File: config.mk
export PLATFORM = sky130hd
export DESIGN_NAME = qlp_lo_phase_select
export DESIGN_NICKNAME = d
export VERILOG_FILES = /design/src/design/qlp_pkg.sv /design/src/design/qlp_quad_divider.sv /design/src/design/qlp_lo_phase_select.sv
export SDC_FILE = /design/constraint.sdc
export NUM_CORES = 1
export LEC_CHECK = 0
export ABC_AREA = 1
export BUFFER_PORTS_ARGS = -buffer_cell sky130_fd_sc_hd__buf_4
export CAP_MARGIN = 40
export CORE_MARGIN = 2
export CORE_UTILIZATION = 30
export DETAILED_ROUTE_END_ITERATION = 16
export GPL_TIMING_DRIVEN = 1
export PLACE_DENSITY = 0.5
export SLEW_MARGIN = 10
export SYNTH_ARGS = -nofsm -noshare
export SYNTH_HDL_FRONTEND = slang
export SYNTH_SLANG_ARGS = --single-unit
File: constraint.sdc
create_clock -name pclk -period 1.9 [get_ports pclk]
set_input_delay 0.095 -clock pclk [delete_from_list [all_inputs] [get_ports pclk]]
set_output_delay 0.095 -clock pclk [all_outputs]
set_load 0.02 [all_outputs]
File: src/design/qlp_pkg.sv
// Shared constants, types and decode helpers for the quadrature LO phase select block.
// Assumes a single APB clock domain; all pins are synchronous to pclk.
package qlp_pkg;

  // ****************************************
  // Serial word layout
  // ****************************************
  localparam int WORD_W = 20;
  localparam int NUM_CH = 4;
  localparam int CODE_W = 4;
  localparam int FIELD_W = 5;
  localparam int EN_POS = 4;
  localparam int QUAD_W = 2;
  localparam int PH_QUAD_LSB = 2;
  localparam int PH_FINE_LSB = 0;

  // ****************************************
  // APB register map
  // ****************************************
  localparam int ADDR_W = 8;
  localparam int DATA_W = 32;
  localparam logic [7:0] ADDR_CTRL = 8'h00;
  localparam logic [7:0] ADDR_WORD = 8'h04;
  localparam logic [7:0] ADDR_SHIFT = 8'h08;
  localparam logic [7:0] ADDR_STATUS = 8'h0c;
  localparam int CTRL_SER_RST = 0;
  localparam int CTRL_DIV_SYNC = 1;
  localparam int ST_DIV_LSB = 0;
  localparam int ST_LO_I = 2;
  localparam int ST_LO_Q = 3;
  localparam int ST_ANY_EN = 4;
  localparam int ST_SDO = 5;
  localparam logic [WORD_W-1:0] WORD_RST = 20'h00000;

  // ****************************************
  // Types
  // ****************************************
  typedef enum logic [1:0] {
    QLP_Q0 = 2'b00,
    QLP_Q1 = 2'b01,
    QLP_Q2 = 2'b10,
    QLP_Q3 = 2'b11
  } qlp_quad_t;

  typedef struct packed {
    logic power_on;
    logic lo_i;
    logic lo_q;
    logic [QUAD_W-1:0] fine_step;
  } qlp_chan_t;

  // ****************************************
  // Decoders
  // ****************************************
  // I high in quadrants 0 and 1: two of four steps, so 50% whatever the input duty
  function automatic logic lo_i_of(input logic [1:0] s);
    return ~s[1];
  endfunction : lo_i_of

  // Q high in quadrants 1 and 2: lags I by one step
  function automatic logic lo_q_of(input logic [1:0] s);
    return s[0] ^ s[1];
  endfunction : lo_q_of

  function automatic logic [FIELD_W-1:0] chan_field(input logic [WORD_W-1:0] w, input int n);
    return w[n*FIELD_W +: FIELD_W];
  endfunction : chan_field

endpackage : qlp_pkg

File: src/design/qlp_quad_divider.sv
// Divide-by-4 quadrant counter with registered I/Q LO phases.
// Assumes lo_rise is a one-cycle strobe per rising edge of the 4x LO input.
`timescale 1ns/1ps
module qlp_quad_divider (
  input wire logic pclk,
  input wire logic presetn,
  input wire logic clk_en,
  input wire logic lo_rise,
  input wire logic run,
  input wire logic sync_reset,
  output qlp_pkg::qlp_quad_t quad_state,
  output qlp_pkg::qlp_quad_t quad_next,
  output logic lo_i,
  output logic lo_q
);

  typedef struct packed {
    qlp_pkg::qlp_quad_t quad;
    logic lo_i;
    logic lo_q;
  } qlp_div_state_t;

  qlp_div_state_t q;
  qlp_div_state_t d;
  qlp_pkg::qlp_quad_t step;

  // ****************************************
  // Next state
  // ****************************************
  always_comb begin
    d = q;
    case (q.quad)
      qlp_pkg::QLP_Q0: step = qlp_pkg::QLP_Q1;
      qlp_pkg::QLP_Q1: step = qlp_pkg::QLP_Q2;
      qlp_pkg::QLP_Q2: step = qlp_pkg::QLP_Q3;
      qlp_pkg::QLP_Q3: step = qlp_pkg::QLP_Q0;
      default: step = qlp_pkg::QLP_Q0;
    endcase
    quad_next = q.quad;
    if (run) begin
      if (sync_reset) begin
        quad_next = qlp_pkg::QLP_Q0;
      end else if (lo_rise) begin
        quad_next = step;
      end
    end
    d.quad = quad_next;
    // Only LO edges and sync reset move these flops, so divider ripple never reaches them
    if (lo_rise || sync_reset) begin
      d.lo_i = run & qlp_pkg::lo_i_of(quad_next);
      d.lo_q = run & qlp_pkg::lo_q_of(quad_next);
    end
  end

  always_ff @(posedge pclk or negedge presetn) begin
    if (!presetn) begin
      q <= '0;
    end else if (clk_en) begin
      q <= d;
    end
  end

  assign quad_state = q.quad;
  assign lo_i = q.lo_i;
  assign lo_q = q.lo_q;
endmodule : qlp_quad_divider

File: src/design/qlp_lo_phase_select.sv
// Digital core of a four-channel I/Q demodulator: serial control word, LO divider, phase select.
// Assumes APB master on pclk; LO and serial pins already synchronous to pclk.
//
// Operation
// Internal 0 and 90 degree LO phases come from dividing the 4x LO by four.
// Both quadrature LO phases keep 50% duty regardless of 4x LO duty.
// Final LO flip-flops are retimed directly by the 4x LO edge.
// Each of four channels offers sixteen phase shifts, 22.5 degrees apart.
// Phase code is 4-bit unsigned, shift equals code times 22.5 degrees.
// Equal codes give in-phase outputs; one step higher leads by 22.5 degrees.
// Channel phase comes from the latched word, never from the shift register.
// Serial control reset clears every control bit, shift register and latch.
// LO divider reset forces the divider into a fixed known quadrant.
// With several devices, the controller drives the divider reset after power-up.
// LO interface and divider reset act only while some channel is enabled.
// 20-bit shift register, MSB first, latched on rising edge of select.
// Serial data sampled on serial clock rise; daisy output changes on that rise.
// All enables zero powers down all but the serial port.
// Divider advances one quadrant per 4x LO rising edge, four states.
// Each channel picks one of sixteen phase states, held until new latch.
`timescale 1ns/1ps
module qlp_lo_phase_select (
  input wire logic pclk,
  input wire logic presetn,
  input wire logic clk_en,
  input wire logic psel,
  input wire logic penable,
  input wire logic pwrite,
  input wire logic [qlp_pkg::ADDR_W-1:0] paddr,
  input wire logic [qlp_pkg::DATA_W-1:0] pwdata,
  output logic [qlp_pkg::DATA_W-1:0] prdata,
  output logic pready,
  output logic pslverr,
  input wire logic quad_lo_in_pos,
  input wire logic quad_lo_in_neg,
  input wire logic lo_divider_sync_reset,
  input wire logic serial_control_reset,
  input wire logic sclk,
  input wire logic sdi,
  input wire logic select_active_low,
  output logic sdo,
  output qlp_pkg::qlp_chan_t [qlp_pkg::NUM_CH-1:0] chan_out
);

  // ****************************************
  // State
  // ****************************************
  typedef struct packed {
    logic [qlp_pkg::WORD_W-1:0] shift;
    logic [qlp_pkg::WORD_W-1:0] latch;
    logic sdo;
    logic lo_prev;
    logic sclk_prev;
    logic sel_prev;
    qlp_pkg::qlp_chan_t [qlp_pkg::NUM_CH-1:0] ch;
    logic [qlp_pkg::DATA_W-1:0] prdata;
    logic pslverr;
    logic acc_ok;
  } qlp_top_state_t;

  qlp_top_state_t q;
  qlp_top_state_t d;

  // Active-low select idles high: a zero here would latch a false frame after reset
  localparam qlp_top_state_t TOP_RST = '{sel_prev: 1'b1, default: '0};

  logic lo_lvl;
  logic lo_rise;
  logic sclk_rise;
  logic sel_rise;
  logic any_en;
  logic wr_done;
  logic ser_clear;
  logic div_sync;
  qlp_pkg::qlp_quad_t quad_state;
  qlp_pkg::qlp_quad_t quad_next;
  logic div_lo_i;
  logic div_lo_q;
  logic [qlp_pkg::FIELD_W-1:0] ch_field [qlp_pkg::NUM_CH];
  logic [qlp_pkg::QUAD_W-1:0] ch_quad [qlp_pkg::NUM_CH];

  function automatic logic addr_is(input logic [qlp_pkg::ADDR_W-1:0] a,
                                   input logic [qlp_pkg::ADDR_W-1:0] reg_addr);
    return a == reg_addr;
  endfunction : addr_is

  // ****************************************
  // Edge strobes
  // ****************************************
  // Differential pair: count only a clean high, so a stuck pair never clocks
  assign lo_lvl = quad_lo_in_pos & ~quad_lo_in_neg;
  assign lo_rise = lo_lvl & ~q.lo_prev;
  assign sclk_rise = sclk & ~q.sclk_prev;
  assign sel_rise = select_active_low & ~q.sel_prev;

  // ****************************************
  // APB slave
  // ****************************************
  // One wait-free access phase once the setup cycle ran with clk_en high
  assign pready = clk_en & penable & q.acc_ok;
  assign wr_done = psel & penable & pready & pwrite;
  assign prdata = q.prdata;
  assign pslverr = q.pslverr;

  assign ser_clear = serial_control_reset
                   | (wr_done & addr_is(paddr, qlp_pkg::ADDR_CTRL) & pwdata[qlp_pkg::CTRL_SER_RST]);
  assign div_sync = lo_divider_sync_reset
                  | (wr_done & addr_is(paddr, qlp_pkg::ADDR_CTRL) & pwdata[qlp_pkg::CTRL_DIV_SYNC]);

  // ****************************************
  // Channel decode
  // ****************************************
  for (genvar n = 0; n < qlp_pkg::NUM_CH; n++) begin : g_ch
    assign ch_field[n] = qlp_pkg::chan_field(q.latch, n);
    // Quadrant part of the code advances the LO state: each quadrant leads by 90 degrees
    assign ch_quad[n] = quad_next + ch_field[n][qlp_pkg::PH_QUAD_LSB +: qlp_pkg::QUAD_W];
  end

  always_comb begin
    any_en = 1'b0;
    for (int n = 0; n < qlp_pkg::NUM_CH; n++) begin
      any_en = any_en | ch_field[n][qlp_pkg::EN_POS];
    end
  end

  // ****************************************
  // Divider
  // ****************************************
  qlp_quad_divider u_div (
    .pclk(pclk),
    .presetn(presetn),
    .clk_en(clk_en),
    .lo_rise(lo_rise),
    .run(any_en),
    .sync_reset(div_sync),
    .quad_state(quad_state),
    .quad_next(quad_next),
    .lo_i(div_lo_i),
    .lo_q(div_lo_q)
  );

  // ****************************************
  // Next state
  // ****************************************
  always_comb begin
    d = q;
    d.lo_prev = lo_lvl;
    d.sclk_prev = sclk;
    d.sel_prev = select_active_low;

    // Serial port stays alive even with every channel off
    if (sclk_rise) begin
      d.shift = {q.shift[qlp_pkg::WORD_W-2:0], sdi};
      d.sdo = q.shift[qlp_pkg::WORD_W-2];
    end
    if (sel_rise) begin
      d.latch = q.shift;
    end
    if (wr_done && addr_is(paddr, qlp_pkg::ADDR_WORD)) begin
      d.latch = pwdata[qlp_pkg::WORD_W-1:0];
    end
    if (ser_clear) begin
      d.shift = qlp_pkg::WORD_RST;
      d.latch = qlp_pkg::WORD_RST;
      d.sdo = 1'b0;
    end

    for (int n = 0; n < qlp_pkg::NUM_CH; n++) begin
      d.ch[n].power_on = ch_field[n][qlp_pkg::EN_POS];
      d.ch[n].fine_step = ch_field[n][qlp_pkg::PH_FINE_LSB +: qlp_pkg::QUAD_W];
      if (!any_en || !ch_field[n][qlp_pkg::EN_POS]) begin
        d.ch[n].lo_i = 1'b0;
        d.ch[n].lo_q = 1'b0;
      end else if (lo_rise || div_sync) begin
        // New codes take effect only at the next LO edge or divider sync, keeping the phase glitch-free
        d.ch[n].lo_i = qlp_pkg::lo_i_of(ch_quad[n]);
        d.ch[n].lo_q = qlp_pkg::lo_q_of(ch_quad[n]);
      end
    end

    if (psel && !(penable && pready)) begin
      d.acc_ok = 1'b1;
      d.pslverr = 1'b0;
      case (paddr)
        qlp_pkg::ADDR_CTRL: d.prdata = '0;
        qlp_pkg::ADDR_WORD: d.prdata = {{(qlp_pkg::DATA_W-qlp_pkg::WORD_W){1'b0}}, q.latch};
        qlp_pkg::ADDR_SHIFT: d.prdata = {{(qlp_pkg::DATA_W-qlp_pkg::WORD_W){1'b0}}, q.shift};
        qlp_pkg::ADDR_STATUS: begin
          d.prdata = '0;
          d.prdata[qlp_pkg::ST_DIV_LSB +: qlp_pkg::QUAD_W] = quad_state;
          d.prdata[qlp_pkg::ST_LO_I] = div_lo_i;
          d.prdata[qlp_pkg::ST_LO_Q] = div_lo_q;
          d.prdata[qlp_pkg::ST_ANY_EN] = any_en;
          d.prdata[qlp_pkg::ST_SDO] = q.sdo;
        end
        default: begin
          d.prdata = '0;
          d.pslverr = 1'b1;
        end
      endcase
    end else if (psel && penable && pready) begin
      d.acc_ok = 1'b0;
    end
  end

  always_ff @(posedge pclk or negedge presetn) begin
    if (!presetn) begin
      q <= TOP_RST;
    end else if (clk_en) begin
      q <= d;
    end
  end

  assign sdo = q.sdo;
  assign chan_out = q.ch;

  // ****************************************
  // Per-channel checks
  // ****************************************
  for (genvar n = 0; n < qlp_pkg::NUM_CH; n++) begin : g_chk

  end
endmodule : qlp_lo_phase_select

==> summary.txt, run 1 <==
Timing
  – Setup TNS: -0.711 ns
  – RSZ-0062 raised after global routing: true
  – Finish-stage setup viols: 19
  – Fmax: 507 MHz
  – Slew Viols, Final: 0
  – Setup slack after layout: -0.0738 ns
  – Final worst path period need: 1.97 ns
  – Final worst-path cycle share: 1.04
  – Final Skew: 0.00696 ns
  – Hold WS: 0.0107 ns
  – Fin. Hold Viols: 0

Critical path
  – CP startpoint: q[0]$_DFFE_PN0P_
  – CP endpoint kind: flop
  – R2R setup slack: -0.07 ns
  – Worst reg2reg path depth: 11
  – Worst Setup EP: ch_field[16]$_DFFE_PN0P_
  – Critical R2R Capture: ch_field[16]$_DFFE_PN0P_
  – WS Path Type: flop to flop
  – Type of origin of the critical path: flop
  – Arrival @ worst endpoint: 2.20 ns
  – WP data required: 2.13 ns
  – FF-to-FF Start: q[0]$_DFFE_PN0P_
  – Crit-path max FO: 22

Global routing
  – Initial antenna violation count: 0
  – Largest net degree at the start of global routing: 57
  – Vias in the first global route: 4,045
  – First-pass GRT wire length: 21,800 µm
  – GRT Util Overall: 0.159
  – Grt ovf: 0

Floorplanning
  – DIE WIDTH: 133 µm
  – Die area: 17,600 µm²
  – Placeable Area: 16,400 µm²
  – Rows: 47
  – Ports: 108
  – Die Y: 133 µm
  – Initial core utilization: 0.303

Route
  – Routed wire length: 13,400 µm
  – Routed length per instance: 15.2 µm
  – Initial detailed-routing violation count: 240
  – DR vias: 3,981
  – DRC Markers: 0
  – Post-route ant nets: 0
  – Router iterations before antenna repair: 4
  – Vias per Instance: 4.50

Layout
  – Final nets: 718
  – Ant. Diodes: 0
  – Fillers: 1,689
  – Fin util: 0.377
  – Commonest non-fill, non-tap cells in the layout: 143 x nand2_1, 122 x buf_4, 88 x dfrtp_1
  – Commonest non-fill, non-tap cell in the layout: nand2_1
  – Layout cells sized above 1: 0.334
  – Fin area: 6190 µm²
  – Area delta synth->final: 24.3%

Clock network
  – CTS tree: yes
  – Reg clk slew, reported paths: 0.07 ns
  – Clock Path Buffers: 2
  – H-tree depth: 3
  – CTS buffer count: 9
  – Clock latency on the worst-skew pair: 0.35 ns
  – Root buffer selected by CTS: clkbuf_16
  – Clock sink count: 89

Logic synthesis
  – Syn Inst Count: 585
  – Syn_area_per_cell: 8.51 µm²
  – Yosys Warn Count: 0
  – Seq/Total Area, Yosys: 0.448
  – Synthesized flop and latch total: 89
  – Unique masters post-synth: 36
  – Synthesized area: 4980 µm²

Flow run
  – Max_cap viols: 0

Placed design
  – Gpl congestion: 0.827
  – Detailed placement HPWL: 10,000 µm
  – Placed Area: 5680 µm²
  – I/O Buffers: 83

Pwr
  – Power Dens Cells: 816 nW/µm²
  – Leakage power: 2.98 nW
  – Overall power: 5.05 mW
  – Max VDD drop: 483 µV

Outcome
  – Failing checks: setup timing
  – Status: finished, violations left

Worst hold path
  – Hold crit path type: primary input to flop
[how the worst min path moves through the flow]
stage | cells after the start | start | endpoint
after floorplan | 0 | presetn | ch_field[0]$_DFFE_PN0P_
after global placement | 1 | presetn | chan_out[14]$_DFFE_PN0P_
after detailed placement | 1 | presetn | chan_out[9]$_DFFE_PN0P_
after CTS | 3 | quad_lo_in_pos | q[56]$_DFFE_PN0P_
after global routing | 3 | sdi | q[78]$_DFFE_PN0P_
final | 3 | quad_lo_in_pos | q[56]$_DFFE_PN0P_
[layer usage]
layer	share of wire	track usage	up-vias	routed length, µm
met4	0.019	0.0579	0	251
li1	-	-	1988	-
met2	0.47	0.260	91	6320
met5	0	0	-	0
met3	0.039	0.0245	15	525
met1	0.47	0.215	1887	6310
[synthesized netlist by cell type (all sizes together)]
cell	instances	area share
a31oi	10	0.013
conb	1	0.00075
buf	70	0.11
xor2	5	0.0088
nor2	32	0.034
a21oi	29	0.037
o22ai	33	0.043
o21ai	44	0.051
dfstp	1	0.0053
nand4	4	0.0080
nor3	1	0.0010
nand3	39	0.053
clkbuf	8	0.0060
nand2	153	0.12
nand3b	4	0.0060
clkinv	1	0.00075
ha	6	0.015
nor3b	1	0.0038
dfrtp	88	0.44
inv	55	0.042
[sequential cells by signal, indices dropped and copies added (netlist names)]
| name | flops |
|---|---|
| q | 24 |
| ch_field | 20 |
| chan_out | 20 |
| prdata | 20 |
| u_div.quad_state | 2 |
| pslverr | 1 |
| u_div.lo_i | 1 |
| u_div.lo_q | 1 |
[layout make-up]
cell class	count	area, µm²	share of cell area
flip-flops and latches	89	2230	0.360
multi-input cells	373	2110	0.341
repair buffers	130	1040	0.168
well taps	220	275	0.0445
clock buffers	9	225	0.0364
inverters	56	213	0.0344
clock inverters	7	95.1	0.0154
[cell families after synthesis]
logic type,after synthesis,share of synthesized area
buffers and inverters,134,0.154
AND/OR/NAND/NOR,234,0.230
AO/OA/AOI/OAI,116,0.144
flip-flops,89,0.448
XOR/XNOR,5,0.00880
adder cells (fa/ha/maj),6,0.0151
other,1,0.000754
[where the power goes]
group / internal [mW] / switching (mW) / total [mW]
clock network: 1.15 / 0.778 / 1.93
logic: 0.424 / 0.594 / 1.02
registers: 2.03 / 0.0742 / 2.10
total: 3.60 / 1.45 / 5.05
[metrics by stage]
stage                     cells  setup WS [ns]
after floorplan             596       0.000592
after global placement      856        -0.0954
after detailed placement    856         -0.102
after CTS                   881       -0.00831
after global routing        884         -0.236
final                       884        -0.0738
[repair_timing]
item / CTS / global route
buffers inserted: 7 / 3
pin swaps: 5 / 16
hold buffers: 2 / 0
resized for setup: 8 / 14
endpoints found under the setup margin: 21 / 25
endpoints found under the hold margin: 24 / 0
[worst max-delay path: stages (launching register included)]
cell	delay, ns
dfrtp_1	0.36
nand3_2	0.13
nor2_8	0.17
buf_6	0.25
nand3_1	0.11
nand2_1	0.13
inv_2	0.09
nand3_2	0.08
nand2_4	0.14
buf_12	0.21
nor2_2	0.13
a21oi_2	0.04
Power figures use the tool's default switching activity.
==> run 2: changes to the inputs <==
--- a/config.mk
+++ b/config.mk
@@ -13,7 +13,8 @@
 export DETAILED_ROUTE_END_ITERATION = 16
 export GPL_TIMING_DRIVEN = 1
 export PLACE_DENSITY = 0.5
-export SLEW_MARGIN = 10
+export SETUP_SLACK_MARGIN = 0.3
+export SLEW_MARGIN = 0
 export SYNTH_ARGS = -nofsm -noshare
 export SYNTH_HDL_FRONTEND = slang
 export SYNTH_SLANG_ARGS = --single-unit
==> summary.txt, run 2 (synthesis results as in run 1) <==
Timing
  – Final Skew: 0.0133 ns (+0.00635 ns)
  – Final worst path period need: 2.06 ns (+0.0881 ns)
  – Setup slack after layout: -0.162 ns (-0.0881 ns)
  – Final worst-path cycle share: 1.09 (+0.0464)
  – RSZ-0062 raised after global routing: true
  – Slew Viols, Final: 0 (unchanged)
  – Setup TNS: -4.65 ns (-3.94 ns)
  – Fin. Hold Viols: 0 (unchanged)
  – Finish-stage setup viols: 46 (+27)
  – Hold WS: 0.0415 ns (+0.0308 ns)
  – Fmax: 485 MHz (-4.3%)

Placed design
  – Pre-CTS WS: -0.0449 ns (+0.0567 ns)
  – Detailed placement HPWL: 9870 µm (-1.4%)
  – Gpl congestion: 0.840 (+1.5%)
  – I/O Buffers: 83 (unchanged)

Pwr
  – Leakage power: 3.40 nW (+14%)
  – Max VDD drop: 353 µV (-27%)
  – Overall power: 5.14 mW (+1.8%)
  – Power Dens Cells: 685 nW/µm² (-16%)

Flow run
  – Max_cap viols: 0 (unchanged)

Route
  – Post-route ant nets: 0 (unchanged)
  – Router iterations before antenna repair: 4 (unchanged)
  – DRC Markers: 0 (unchanged)
  – DR vias: 4,398 (+10%)
  – Routed wire length: 16,500 µm (+23%)
  – Initial detailed-routing violation count: 291 (+21%)
  – Vias per Instance: 4.79 (+6.4%)
  – Routed length per instance: 18.0 µm (+19%)

Layout
  – Commonest non-fill, non-tap cells in the layout: 122 x nand2_1, 122 x buf_4, 88 x dfrtp_1
  – Fin util: 0.457 (+0.0801)
  – Fillers: 1,503 (-11%)
  – Largest Register: q
  – Flip-flop count of the largest register after layout: 24 (unchanged)
  – Final nets: 752 (+4.7%)
  – Layout cells sized above 1: 0.471 (+0.137)
  – Ant. Diodes: 0 (unchanged)
  – Area delta synth->final: 50.8%

Critical path
  – Type of origin of the critical path: flop
  – CP endpoint kind: flop
  – Worst reg2reg path depth: 14 (+3)
  – Crit-path max FO: 4 (-82%)
  – R2R setup slack: -0.16 ns (-0.09 ns)
  – WP data required: 2.18 ns (+0.05 ns)
  – Critical R2R Capture: q[95]$_DFFE_PN0P_
  – Arrival @ worst endpoint: 2.34 ns (+0.14 ns)
  – FF-to-FF Start: q[0]$_DFFE_PN0P_
  – WS Path Type: flop to flop

Worst hold path
  – Hold Path Depth: 4 (+1)
  – Hold path startpoint: quad_lo_in_neg
  – Hold crit path type: primary input to flop
  – Hold endpoint: q[56]$_DFFE_PN0P_

Floorplanning
  – Initial core utilization: 0.303 (unchanged)
  – Rows: 47 (unchanged)
  – DIE WIDTH: 133 µm (unchanged)
  – Die area: 17,600 µm² (unchanged)
  – Die Y: 133 µm (unchanged)
  – Ports: 108 (unchanged)
  – Placeable Area: 16,400 µm² (unchanged)

Clock network
  – Reg clk slew, reported paths: 0.07 ns (about the same)
  – Clock sink count: 89 (unchanged)
  – Clock latency on the worst-skew pair: 0.35 ns (about the same)
  – Clock Path Buffers: 2 (unchanged)
  – CTS buffer count: 9 (unchanged)
  – CTS tree: yes
  – H-tree depth: 3 (unchanged)
  – Root buffer selected by CTS: clkbuf_16

Global routing
  – First-pass GRT wire length: 24,700 µm (+13%)
  – Initial antenna violation count: 0 (unchanged)
  – Grt ovf: 0 (unchanged)
  – Largest net degree at the start of global routing: 46 (-19%)
  – Vias in the first global route: 4,552 (+13%)
  – GRT Util Overall: 0.182 (+0.0223)

Outcome
  – Status: finished, violations left
  – Failing checks: setup timing
==> run 2: area by class of cell <==
cell class | count | area, µm² | share of cell area
Inverter | 56 | 220 | 0.0294
Clock inverter | 5 | 31.3 | 0.00417
Tap cell | 220 | 275 | 0.0367
Clock buffer | 11 | 243 | 0.0324
Timing Repair Buffer | 164 | 1650 | 0.220
Sequential cell | 89 | 2230 | 0.297
Multi-Input combinational cell | 373 | 2850 | 0.380
==> run 2: stage by stage <==
step,cells,cell area (µm²)
5_1_grt,918,7500
4_1_cts,904,7050
6_report,918,7500
3_5_place_dp,852,5650
3_3_place_gp,852,5650
2_1_floorplan,596,5050
==> run 2: worst max path at each step <==
stage	from	end	slack (ns)	cells after the start
3_5_place_dp	q[0]$_DFFE_PN0P_	ch_field[14]$_DFFE_PN0P_	-0.04	11
2_1_floorplan	q[0]$_DFFE_PN0P_	chan_out[17]$_DFFE_PN0P_	0.05	16
6_report	q[0]$_DFFE_PN0P_	q[95]$_DFFE_PN0P_	-0.16	14
4_1_cts	u_div.quad_state[1]$_DFFE_PN0P_	chan_out[2]$_DFFE_PN0P_	-0.04	13
5_1_grt	ch_field[4]$_DFFE_PN0P_	chan_out[17]$_DFFE_PN0P_	-0.23	15
3_3_place_gp	u_div.quad_state[1]$_DFFE_PN0P_	chan_out[17]$_DFFE_PN0P_	0.001	14
==> run 2: critical path, stage by stage, from the launching register on <==
cell	delay, ns
dfrtp_1	0.39
nand3_2	0.11
nor2_8	0.06
buf_4	0.13
buf_6	0.11
buf_6	0.11
buf_12	0.12
nand3_4	0.05
nand2_4	0.06
inv_4	0.08
buf_12	0.11
buf_6	0.10
nand4_4	0.16
clkbuf_16	0.24
o22ai_2	0.15
==> run 2: power breakdown <==
part / leakage [nW] / internal, mW / switching, mW / total, mW
clock network: 0.135 / 0.920 / 0.799 / 1.72
registers: 1.18 / 2.03 / 0.0847 / 2.11
logic: 2.08 / 0.578 / 0.733 / 1.31
==> run 2: layer usage <==
| metal | GRT usage | wire [µm] | vias up |
|---|---|---|---|
| li1 | - | - | 2076 |
| met1 | 0.233 | 7130 | 2131 |
| met2 | 0.296 | 8020 | 145 |
| met3 | 0.0299 | 714 | 46 |
| met4 | 0.0926 | 659 | 0 |
| met5 | 0 | 0 | - |
==> run 2: what timing repair did <==
item,4_1_cts,5_1_grt
setup endpoints to repair,48,52
pin swaps,35,39
setup buffers,21,12
cloned,12,2
gates resized for setup,139,62
endpoints found under the hold margin,21,0
hold buffers,3,0
